### src/core/swl_consts.svh
// constants for the synthesizer program word loader: word layout,
// power-up default word, field limits and the default ratios.
// assumes a 20-bit word with the power-down enable bit at bit 0.
`ifndef SWL_CONSTS_SVH
`define SWL_CONSTS_SVH

// ------------------------------------------------------------------
// word layout
// ------------------------------------------------------------------
`define SWL_WORD_W        20
`define SWL_CNT_W         5
`define SWL_PD_EN_BIT     0
`define SWL_PD_TYPE_BIT   1
`define SWL_REF_PS_BIT    2
`define SWL_REF_LSB       3
`define SWL_REF_W         5
`define SWL_MAIN_PS_BIT   8
`define SWL_MAIN_LSB      9
`define SWL_MAIN_W        7
`define SWL_LO2_LSB       16
`define SWL_LO2_W         4

// ------------------------------------------------------------------
// reset values and limits
// ------------------------------------------------------------------
`define SWL_DEFAULT_WORD  20'h5E320
`define SWL_DEF_REF_DIV   5'h04
`define SWL_DEF_MAIN_DIV  7'h47
`define SWL_DEF_LO2_DIV   4'hA
`define SWL_DEF_REF_TOT   6'h08
`define SWL_DEF_MAIN_PD   9'h08E
`define SWL_DEF_MAIN_TOT  12'h354
`define SWL_DEF_LO2_MIX   5'h14
`define SWL_DEF_LO2_TOT   6'h28
`define SWL_REF_MIN       5'h04
`define SWL_MAIN_MIN      7'h40
`define SWL_LO2_MIN       4'h4
`define SWL_PWR_ALL_ON    5'h1F
`define SWL_PWR_PARTIAL   5'h12
`define SWL_PWR_ALL_OFF   5'h00

`endif

### src/core/swl_pkg.sv
// types for the synthesizer program word loader.
// assumes swl_consts.svh is on the include path.
`include "swl_consts.svh"

package swl_pkg;

  // power mode, one-hot
  typedef enum logic [3:0] {
    SWL_PM_NORMAL  = 4'h1,
    SWL_PM_PARTIAL = 4'h2,
    SWL_PM_UNDEF   = 4'h4,
    SWL_PM_OFF     = 4'h8
  } swl_pmode_e;

  // whole state of the loader
  typedef struct packed {
    logic [`SWL_WORD_W-1:0] shift;
    logic [`SWL_CNT_W-1:0]  count;
    logic                   sclk_prev;
    logic                   strobe_prev;
    logic                   ref_prev;
    logic                   main_prev;
    logic [`SWL_WORD_W-1:0] word;
    logic [`SWL_REF_W-1:0]  ref_div;
    logic [`SWL_MAIN_W-1:0] main_div;
    logic [`SWL_LO2_W-1:0]  lo2_div;
    logic [5:0]             ref_total;
    logic [8:0]             main_pd_ratio;
    logic [11:0]            main_total;
    logic [4:0]             lo2_mix_ratio;
    logic [5:0]             lo2_total;
    swl_pmode_e             pmode;
    logic [4:0]             pwr_en;
    logic                   range_err;
    logic                   short_word;
    logic                   up;
    logic                   dn;
  } swl_state_s;

endpackage

### src/core/swl_loader.sv
// synthesizer program word loader: three-wire serial input register,
// parallel latch of the active settings, ratio decode, power-mode
// decode and a phase/frequency detector on the divided signals.
// assumes all pins are asynchronous to clk_sys (synchronised here),
// and that rst is asserted at power-up.
//
// Overview of operation
// - strobe low: each serial clock rise shifts one data bit into register
// - main divider field seven bits, msb first, 64 to 127, default 71
// - reference post-scale bit defaults 0 (divide-by-2 on), 1 bypasses
// - main post-scale bit defaults 1 (bypass), 0 inserts divide-by-2
// - main post-scale bit 0 doubles ratio: 256 to 508 in steps 4
// - fixed divide-by-2 after main divider always present
// - main path from oscillator scaled by six: up to 1524 or 3048
// - default main path division from oscillator is 852
// - last four bits are second LO divider, msb first, 4 to 15
// - second LO divider field defaults to 10
// - fixed divide-by-2 after second LO divider: 8 to 30
// - total second LO division from oscillator 16 to 60, steps 4
// - strobe rising edge moves whole shifted word into active settings
// - power-down enable is word lsb, shifted first; LO lsb shifted last
// - power-up loads built-in default word without serial transfer
// - default total second LO division is 40
// - phase detector senses phase and frequency with no dead zone
// - power bits: 00 all run, 01 osc and loop, 11 off, 10 undefined
`timescale 1ns/1ps
`default_nettype none
`include "swl_consts.svh"

module swl_loader (
  input  wire logic                   clk_sys,
  input  wire logic                   rst,
  input  wire logic                   ser_data,
  input  wire logic                   ser_clk,
  input  wire logic                   ser_strobe,
  input  wire logic                   ref_cmp_in,
  input  wire logic                   main_cmp_in,
  output logic [`SWL_WORD_W-1:0]      active_word,
  output logic                        powerdown_enable,
  output logic                        powerdown_type,
  output logic                        ref_postscale_select,
  output logic [`SWL_REF_W-1:0]       ref_divider_field,
  output logic                        main_postscale_select,
  output logic [`SWL_MAIN_W-1:0]      main_divider_field,
  output logic [`SWL_LO2_W-1:0]       lo2_divider_field,
  output logic [5:0]                  ref_total_ratio,
  output logic [8:0]                  main_pd_ratio,
  output logic [11:0]                 main_total_ratio,
  output logic [4:0]                  lo2_mixer_ratio,
  output logic [5:0]                  lo2_total_ratio,
  output logic                        amplifiers_on,
  output logic                        oscillator_on,
  output logic                        mixers_on,
  output logic                        lo2_on,
  output logic                        digital_loop_on,
  output logic                        word_range_error,
  output logic                        short_word,
  output logic                        pd_up,
  output logic                        pd_down
);

  // -----------------------------------------------------------------
  // pin synchronisers
  // -----------------------------------------------------------------
  logic [4:0] pins_s;
  logic       data_s;
  logic       sclk_s;
  logic       strobe_s;
  logic       ref_s;
  logic       main_s;

  // serial clock idles high and strobe may be either level at release;
  // starting both high keeps a false rise out of the first cycles
  swl_sync #(
    .W    (5),
    .INIT (5'h06)
  ) u_sync (
    .clk_sys (clk_sys),
    .rst     (rst),
    .d       ({main_cmp_in, ref_cmp_in, ser_strobe, ser_clk, ser_data}),
    .q       (pins_s)
  );

  assign data_s   = pins_s[0];
  assign sclk_s   = pins_s[1];
  assign strobe_s = pins_s[2];
  assign ref_s    = pins_s[3];
  assign main_s   = pins_s[4];

  // -----------------------------------------------------------------
  // state
  // -----------------------------------------------------------------
  // power-up image: the built-in default word, already decoded
  localparam swl_pkg::swl_state_s RST_ST = '{
    shift         : '0,
    count         : '0,
    sclk_prev     : 1'b1, // matches the idle-high serial clock
    strobe_prev   : 1'b1, // a strobe high at release is no latch
    ref_prev      : 1'b0,
    main_prev     : 1'b0,
    word          : `SWL_DEFAULT_WORD,
    ref_div       : `SWL_DEF_REF_DIV,
    main_div      : `SWL_DEF_MAIN_DIV,
    lo2_div       : `SWL_DEF_LO2_DIV,
    ref_total     : `SWL_DEF_REF_TOT,
    main_pd_ratio : `SWL_DEF_MAIN_PD,
    main_total    : `SWL_DEF_MAIN_TOT,
    lo2_mix_ratio : `SWL_DEF_LO2_MIX,
    lo2_total     : `SWL_DEF_LO2_TOT,
    pmode         : swl_pkg::SWL_PM_NORMAL,
    pwr_en        : `SWL_PWR_ALL_ON,
    range_err     : 1'b0,
    short_word    : 1'b0,
    up            : 1'b0,
    dn            : 1'b0
  };

  swl_pkg::swl_state_s st_q;
  swl_pkg::swl_state_s st_d;

  logic                   sclk_rise;
  logic                   strobe_rise;
  logic                   ref_rise;
  logic                   main_rise;
  logic [`SWL_WORD_W-1:0] w;
  logic [`SWL_REF_W-1:0]  rdiv;
  logic [`SWL_MAIN_W-1:0] ndiv;
  logic [`SWL_LO2_W-1:0]  ldiv;

  // edge detection on synchronised pins
  assign sclk_rise   = sclk_s & ~st_q.sclk_prev;
  assign strobe_rise = strobe_s & ~st_q.strobe_prev;
  assign ref_rise    = ref_s & ~st_q.ref_prev;
  assign main_rise   = main_s & ~st_q.main_prev;

  // fields of the word about to be latched; each field arrives msb
  // first while the word as a whole arrives lsb first, so every
  // field is bit-reversed relative to the word
  assign w    = st_q.shift;
  assign rdiv = {<<{w[`SWL_REF_LSB +: `SWL_REF_W]}};
  assign ndiv = {<<{w[`SWL_MAIN_LSB +: `SWL_MAIN_W]}};
  assign ldiv = {<<{w[`SWL_LO2_LSB +: `SWL_LO2_W]}};

  // -----------------------------------------------------------------
  // next state
  // -----------------------------------------------------------------
  always_comb begin
    st_d             = st_q;
    st_d.sclk_prev   = sclk_s;
    st_d.strobe_prev = strobe_s;
    st_d.ref_prev    = ref_s;
    st_d.main_prev   = main_s;

    // shift right so the first bit ends at the word lsb
    if (!strobe_s && sclk_rise) begin
      st_d.shift = {data_s, st_q.shift[`SWL_WORD_W-1:1]};
      if (st_q.count != `SWL_CNT_W'(`SWL_WORD_W)) begin
        st_d.count = st_q.count + `SWL_CNT_W'(1);
      end
    end

    // parallel load; ratios are decoded once here so outputs are flops
    if (strobe_rise) begin
      st_d.word       = w;
      st_d.count      = '0;
      st_d.short_word = (st_q.count != `SWL_CNT_W'(`SWL_WORD_W));
      st_d.ref_div    = rdiv;
      st_d.main_div   = ndiv;
      st_d.lo2_div    = ldiv;
      st_d.range_err  = (rdiv < `SWL_REF_MIN) || (ndiv < `SWL_MAIN_MIN) ||
                        (ldiv < `SWL_LO2_MIN);
      // reference: select 0 keeps the divide-by-2
      if (w[`SWL_REF_PS_BIT]) begin
        st_d.ref_total = {1'b0, rdiv};
      end else begin
        st_d.ref_total = {rdiv, 1'b0};
      end
      // fixed /2 always, optional /2 when select is 0; /3 and /2
      // prescalers make the oscillator ratio six times that
      if (w[`SWL_MAIN_PS_BIT]) begin
        st_d.main_pd_ratio = {1'b0, ndiv, 1'b0};
        st_d.main_total    = 12'(ndiv) * 12'h00C;
      end else begin
        st_d.main_pd_ratio = {ndiv, 2'b00};
        st_d.main_total    = 12'(ndiv) * 12'h018;
      end
      st_d.lo2_mix_ratio = {ldiv, 1'b0};
      st_d.lo2_total     = {ldiv, 2'b00};
      // power mode from (type, enable)
      case ({w[`SWL_PD_TYPE_BIT], w[`SWL_PD_EN_BIT]})
        2'b00: begin
          st_d.pmode  = swl_pkg::SWL_PM_NORMAL;
          st_d.pwr_en = `SWL_PWR_ALL_ON;
        end
        2'b01: begin
          st_d.pmode  = swl_pkg::SWL_PM_PARTIAL;
          st_d.pwr_en = `SWL_PWR_PARTIAL;
        end
        2'b11: begin
          st_d.pmode  = swl_pkg::SWL_PM_OFF;
          st_d.pwr_en = `SWL_PWR_ALL_OFF;
        end
        default: begin
          // undefined code: safest is to switch everything off
          st_d.pmode  = swl_pkg::SWL_PM_UNDEF;
          st_d.pwr_en = `SWL_PWR_ALL_OFF;
        end
      endcase
    end

    // tri-state detector: both set clears both, so coincident edges
    // still give a one-cycle pulse on each output (no dead zone)
    if (st_q.pwr_en[4]) begin
      st_d.up = (st_q.up | ref_rise) & ~(st_q.up & st_q.dn);
      st_d.dn = (st_q.dn | main_rise) & ~(st_q.up & st_q.dn);
    end else begin
      st_d.up = 1'b0;
      st_d.dn = 1'b0;
    end
  end

  // -----------------------------------------------------------------
  // registers
  // -----------------------------------------------------------------
  // reset is the power-up event: the default word needs no transfer
  always_ff @(posedge clk_sys) begin
    if (rst) begin
      st_q <= RST_ST;
    end else begin
      st_q <= st_d;
    end
  end

  // -----------------------------------------------------------------
  // outputs
  // -----------------------------------------------------------------
  assign active_word           = st_q.word;
  assign powerdown_enable      = st_q.word[`SWL_PD_EN_BIT];
  assign powerdown_type        = st_q.word[`SWL_PD_TYPE_BIT];
  assign ref_postscale_select  = st_q.word[`SWL_REF_PS_BIT];
  assign main_postscale_select = st_q.word[`SWL_MAIN_PS_BIT];
  assign ref_divider_field     = st_q.ref_div;
  assign main_divider_field    = st_q.main_div;
  assign lo2_divider_field     = st_q.lo2_div;
  assign ref_total_ratio       = st_q.ref_total;
  assign main_pd_ratio         = st_q.main_pd_ratio;
  assign main_total_ratio      = st_q.main_total;
  assign lo2_mixer_ratio       = st_q.lo2_mix_ratio;
  assign lo2_total_ratio       = st_q.lo2_total;
  // pwr_en bits: 0 amps, 1 oscillator, 2 mixers, 3 lo2, 4 loop
  assign amplifiers_on         = st_q.pwr_en[0];
  assign oscillator_on         = st_q.pwr_en[1];
  assign mixers_on             = st_q.pwr_en[2];
  assign lo2_on                = st_q.pwr_en[3];
  assign digital_loop_on       = st_q.pwr_en[4];
  assign word_range_error      = st_q.range_err;
  assign short_word            = st_q.short_word;
  assign pd_up                 = st_q.up;
  assign pd_down               = st_q.dn;

endmodule
`default_nettype wire

### src/core/swl_sync.sv
// two-flop synchroniser for a group of asynchronous inputs.
// assumes a synchronous active-high reset on the sampling clock.
`timescale 1ns/1ps
`default_nettype none

module swl_sync #(
  parameter int           W    = 1,
  parameter logic [W-1:0] INIT = '0
) (
  input  wire logic         clk_sys,
  input  wire logic         rst,
  input  wire logic [W-1:0] d,
  output logic      [W-1:0] q
);

  typedef struct packed {
    logic [W-1:0] s1;
    logic [W-1:0] s2;
  } swl_sync_s;

  swl_sync_s st_q;
  swl_sync_s st_d;

  // first stage feeds only the second stage
  always_comb begin
    st_d    = st_q;
    st_d.s1 = d;
    st_d.s2 = st_q.s1;
  end

  // -----------------------------------------------------------------
  // registers
  // -----------------------------------------------------------------
  always_ff @(posedge clk_sys) begin
    // reset to the idle level of each pin, so release shows no edge
    if (rst) begin
      st_q <= '{s1: INIT, s2: INIT};
    end else begin
      st_q <= st_d;
    end
  end

  assign q = st_q.s2;

endmodule
`default_nettype wire

### config.mk
export PLATFORM = sky130hd
export DESIGN_NAME = swl_loader
export DESIGN_NICKNAME = d
export VERILOG_FILES = /design/src/core/swl_pkg.sv /design/src/core/swl_loader.sv /design/src/core/swl_sync.sv
export VERILOG_INCLUDE_DIRS = /design/src /design/src/core
export SDC_FILE = /design/constraint.sdc
export NUM_CORES = 1
export LEC_CHECK = 0
export ABC_AREA = 1
export BUFFER_PORTS_ARGS = -buffer_cell sky130_fd_sc_hd__buf_2
export CELL_PAD_IN_SITES_DETAIL_PLACEMENT = 0
export CELL_PAD_IN_SITES_GLOBAL_PLACEMENT = 1
export CORE_ASPECT_RATIO = 0.75
export CORE_UTILIZATION = 42
export DETAILED_ROUTE_END_ITERATION = 10
export PLACE_DENSITY_LB_ADDON = 0.25
export SLEW_MARGIN = 25
export SYNTH_ARGS = -nofsm -noshare
export SYNTH_HDL_FRONTEND = slang
export SYNTH_SLANG_ARGS = --single-unit
### constraint.sdc
create_clock -name clk_sys -period 3.4 [get_ports clk_sys]
set_input_delay 0.68 -clock clk_sys [delete_from_list [all_inputs] [get_ports clk_sys]]
set_output_delay 0.68 -clock clk_sys [all_outputs]
set_load 0.05 [all_outputs]
# [Word-level counts from Yosys, hierarchy flattened]
# Cells that the tools add are included.
[classes] n_reduce_logical=8 eq_ne=3 addsub=1 muxes=3 n_bitwise=15 multipliers=2 n_lt_le_gt_ge=3
[ops] operator="$mux 21" n=1
[ops] operator="$mul 7x2->9 const B" n=2
[ops] operator="$pmux 5 s3" n=1
[ops] operator="$and 1x1->1" n=7
[ops] operator="$lt 7x7->1 const B" n=1
[ops] operator="$mux 6" n=1
[ops] operator="$not 1->1" n=6
[ops] operator="$add 5x1->5 const B" n=1
[ops] operator="$lt 5x3->1 const B" n=1
[ops] operator="$ne 5x5->1 const B" n=1
[ops] operator="$lt 4x3->1 const B" n=1
[ops] operator="$reduce_or 2->1" n=2
[ops] operator="$eq 2x1->1 const B" n=1
[ops] operator="$eq 2x2->1 const B" n=1
[ops] operator="$logic_not 2->1" n=1
[ops] operator="$logic_or 1x1->1" n=2
[ops] operator="$or 1x1->1" n=2
[ops] operator="$reduce_and 2->1" n=1
[ops] operator="$logic_and 1x1->1" n=1
[ops] operator="$logic_not 1->1" n=1
[word_totals] register_bits=111 wordCells=55 in_bits=7

# [Depth between registers and ports, before layout]
[depth] depth_word=4 mapped_depth=11 mapped_depth_nobuf=11

# [Cells and area by module]
# Synthesis repeated with hierarchy kept, for this count alone.
[hier_totals] hier_cells=495 area_unflattened_um2=3945.0
[modules_own_cells] mod="swl_loader" cells_per_inst=464 area_each_um2=3666.0 instances=1
[modules_own_cells] mod="swl_sync" cells_per_inst=31 area_each_um2=279.0 instances=1

# [Least setup slack after synthesis]
# Ideal clock, no wire load.
[synth_timing] path_kind="register -> output" from="reg st_q, in the netlist lo2_on" to="out lo2_on" arrival_time_ns=0.933 setup_slack_ns=1.787 stages_incl_launch_ff=2 cell_sequence="dfxtp_1 buf_4"
[synth_rtl] item="from (decl)" line="swl_loader.sv:118" rtl="swl_pkg::swl_state_s st_q;"
[synth_rtl] item="from (signal assigned)" line="swl_loader.sv:230" rtl="st_q <= st_d;"
[synth_rtl] item="to (decl)" line="swl_loader.sv:54" rtl="output logic lo2_on,"
# No word-level cell between the ends.

# [Final worst setup path]
[layout_timing] from="reg u_sync.st_q, in the netlist u_sync.q[2]" to="reg st_q[94] in the netlist's numbering"
[layout_via] elab_chain_cells=3
[layout_rtl] item="from (decl)" line="swl_sync.sv:21" rtl="swl_sync_s st_q;"
[layout_rtl] item="from (signal assigned)" line="swl_sync.sv:37" rtl="st_q <= '{s1: INIT, s2: INIT};"
[layout_rtl] item="from (signal assigned)" line="swl_sync.sv:39" rtl="st_q <= st_d;"
[layout_rtl] item="$logic_not 1->1" line="swl_loader.sv:155" rtl="if (!strobe_s && sclk_rise) begin"
[layout_rtl] item="$logic_and 1x1->1" line="swl_loader.sv:155"
[layout_rtl] item="$reduce_and 2->1 (no line)"
# Several ways; a longest one is shown, not always the timed one.
# A chain may end at the register's enable or synchronous reset.

==> results.md <==
Place:
- At the end of routability-driven placement, the weighted congestion stood at 0.7871.
- The instance area at placement is 3933 um^2.
- The number of input and output port buffers inserted is 87.
- Detailed placement finished with a half-perimeter wire length of 5689 um.

GRT:
- The overall fraction of global-route tracks in use is 17.27%.
- The total overflow reported by the global router is 0.
- The wire length of the first global-routing pass is 12,860 um.
- The initial antenna violation count is 0.
- The maximum number of pins on one net before global-route repair is 31.
- The via count of the first global-routing pass is 2,458.

Finish:
- The finished cells cover 4235 um^2.
- The final-layout fill cell count is 946.
- The number of diodes is 0.
- The number of nets at the end of the flow is 517.
- From synthesis to final layout, the design area changed by 7.120%.
- Of the cells placed in the final design, the portion with a size suffix greater than 1 is 23.37%.

Route:
- The initial detailed-routing violation count is 138.
- In this run the remaining antenna-violating nets after routing total 0.
- The ratio of routed vias to standard cells is 4.591.
- After detailed routing, the average wire length per cell comes to 12.71 um.
- The via count of the routed design is 2,906.
- The final layout contains routed wiring with a total length of 8047 um.
- The number of remaining DRC errors is 0.
- For this run, the detailed router's first-pass iteration total came to 6.

Worst setup path:
- The cell depth of the worst flop-to-flop path is 6.
- The source of the worst register-to-register timing path is u_sync.q[2]$_SDFF_PP1_.
- The kind of critical path is reg -> reg.
- Of all nets on the critical path, the largest fanout is 28.
- In this run the critical register-to-register path is captured at st_q[94]$_SDFFE_PP0P_.
- In this run the worst setup path terminates at st_q[94]$_SDFFE_PP0P_.
- The kind of start point of the critical path is a register.
- The data required time at the worst endpoint is 3.68 ns.
- Across all register-to-register paths, the minimum setup slack is 1.50 ns.
- In this run the worst setup path begins at u_sync.q[2]$_SDFF_PP1_.
- The kind of capture point of the worst setup path is a register.
- The data arrival time of the critical path is 2.19 ns.

Synth:
- The synthesized design contains 0 enable-type register cells.
- Among all flip-flop cells after synthesis, the most frequent one is dfxtp_1.
- The area fraction of the dominant cell type after synthesis is 44.56%.
- The cell area that synthesis handed to floorplanning was 3954 um^2.
- The async set or reset register ratio after synthesis is 0%.
- dfxtp_1 takes more of the synthesized area than any other cell.
- The synthesized design contains 88 register bits.
- The number of different library cells used by synthesis comes to 37.
- The cell count after synthesis came out at 489.
- The commonest cells after synthesis are dfxtp_1, buf_4, nand2_1.
- Sequential elements use 44.56% of the synthesized area.
- The mean post-synth cell area is 8.085 um^2.
- The most used standard cell by instance count after synthesis is dfxtp_1.
- The total number of yosys warnings is 0.
- By area the synthesized netlist is led by dfxtp_1, buf_4, nand2_1, a21oi_1, inv_1.

Die:
- The floorplan step defined a die boundary enclosing 9810 um^2.
- The total I/O pin count is 94.
- Measured along the y axis, the die boundary spans 86.03 um.
- Row generation in the floorplan step produced 30 rows.
- In this run the standard cell core region covers 9084 um^2.
- Measured along the x axis, the die boundary spans 114.0 um.
- Once the floorplan was initialized, standard cells occupied 43.53% of the core.

Clocking:
- The clock input transition at the sequential cells of the worst setup and hold paths is 0.06 ns.
- The root buffer selected by CTS is clkbuf_16.
- TritonCTS built the clock tree.
- The level count of the clock H-tree is 3.
- Clock latency on the worst-skew pair, taken at its later pin, is 0.34 ns.
- No sink is reached through more buffers than the 2 on the longest clock path.
- The number of hold buffers added after CTS was 0.
- The clock drives 88 sinks.
- The number of buffers inserted by post-CTS setup repair is 0.
- Once the clock tree was built, the resizer swapped 0 gates to a different size.
- The total clock buffers created by CTS is 9.

Timing:
- Timing would allow up to 526.1 MHz.
- The count of endpoints failing hold in the final timing report is 0.
- The final worst-path cycle share is 55.90%.
- The measured slew at the worst slew-check pin is 0.7953 ns.
- The max-slew headroom at the worst pin is 46.78%.
- The number of setup violations in the final report is 0.
- The shortest clock period the worst path allows after layout is 1.901 ns.
- Setup repair after global routing left no endpoint under its margin.
- The worst-case clock skew is 0.004591 ns.
- The final-report max-slew violation count is 0.
- Adding up every negative setup slack in the final design gives 0 ns.

Status:
- The run finished with clean final reports.

Power:
- The peak supply drop is 0.0002541 V.
- For this design the static power due to leakage is 1.870 nW.
- The total power per unit cell area is 521.5 nW/um^2.
- The post-layout total power is 0.002209 W.

Min path:
- The worst min-delay path class is reg -> reg.

Run:
- Max-cap violations in this run came to 0.
-- per-stage QoR --
step,setup WS (ns),std cells,utilization (%),hold WS [ns]
floorplan,1.787,494,-,0.3883
global placement,1.354,617,43.29,0.3941
detailed placement,1.347,617,43.29,0.3916
CTS,1.448,633,46.63,0.4007
global route,1.300,633,46.63,0.4194
finish,1.499,633,46.63,0.4004
-- layout make-up --
type,instances,area [um^2],share of cell area (%)
flip-flops and latches,88,1762,41.60
multi-input cells,261,1369,32.32
repair buffers,89,450.4,10.64
clock buffers,9,225.2,5.318
inverters,51,191.4,4.520
well taps,128,160.2,3.781
clock inverters,7,77.57,1.832
-- worst max-delay path, cell delays in order (launching register included) --
cell	delay [ns]
dfxtp_1	0.37
nand2_4	0.31
inv_2	0.17
nor2_4	0.47
inv_2	0.22
a21oi_1	0.17
o21a_1	0.13
-- layout by cell type, fill, tap and decap left out, drive strengths merged, types with 4 or more instances in the layout --
master / count
buf: 89
clkbuf: 9
dfxtp: 88
o21ai: 40
or2: 5
inv: 52
nand2: 66
a21oi: 46
o211ai: 5
ha: 9
nor2: 36
clkinv: 4
conb: 6
nand3: 25
-- sequential cells by signal (all words and copies together) (netlist names) --
signal / count
pd_up: 1
st_q: 9
active_word: 19
w: 20
pd_down: 1
oscillator_on: 1
word_range_error: 1
short_word: 1
main_pd_ratio: 8
lo2_mixer_ratio: 1
ref_total_ratio: 6
lo2_on: 1
u_sync.q: 5
u_sync.st_d: 5
main_total_ratio: 9
-- layer usage --
layer | track usage [%] | wire length, um | part of all wire (%)
met4 | 5.667 | 57 | 0.71
met3 | 4.240 | 354 | 4.4
met1 | 26.42 | 4667 | 58
met5 | 0 | 0 | 0
met2 | 23.14 | 2968 | 37
-- logic make-up after synthesis --
group	share of synthesized area (%)
simple gates	15.16
flops	44.56
other cells	0.09485
buf+inv	21.46
xor+xnor	0.4431
fa+ha+maj	3.355
compound gates	14.94
-- report_power, final --
| group | total [W] | internal, W | switching, W | leakage, nW |
|---|---|---|---|---|
| Sequential | 0.00106 | 0.00105 | 0.0000118 | 0.714 |
| Clock | 0.000996 | 0.000576 | 0.000420 | 0.146 |
| Combinational | 0.000151 | 0.0000298 | 0.000122 | 1.01 |
| Total | 0.00221 | 0.00166 | 0.000554 | 1.87 |
-- worst min-delay path by stage --
stage | from | to | slack [ns] | cells past startpoint
floorplan | u_sync.st_d[0]$_SDFF_PP0_ | u_sync.q[0]$_SDFF_PP0_ | 0.39 | 2
global placement | u_sync.st_d[3]$_SDFF_PP0_ | u_sync.q[3]$_SDFF_PP0_ | 0.39 | 2
detailed placement | u_sync.st_d[4]$_SDFF_PP0_ | u_sync.q[4]$_SDFF_PP0_ | 0.39 | 2
CTS | u_sync.st_d[4]$_SDFF_PP0_ | u_sync.q[4]$_SDFF_PP0_ | 0.40 | 2
global route | u_sync.st_d[3]$_SDFF_PP0_ | u_sync.q[3]$_SDFF_PP0_ | 0.42 | 2
finish | u_sync.st_d[4]$_SDFF_PP0_ | u_sync.q[4]$_SDFF_PP0_ | 0.40 | 2
Note: power is estimated with default switching activity, not from simulation.
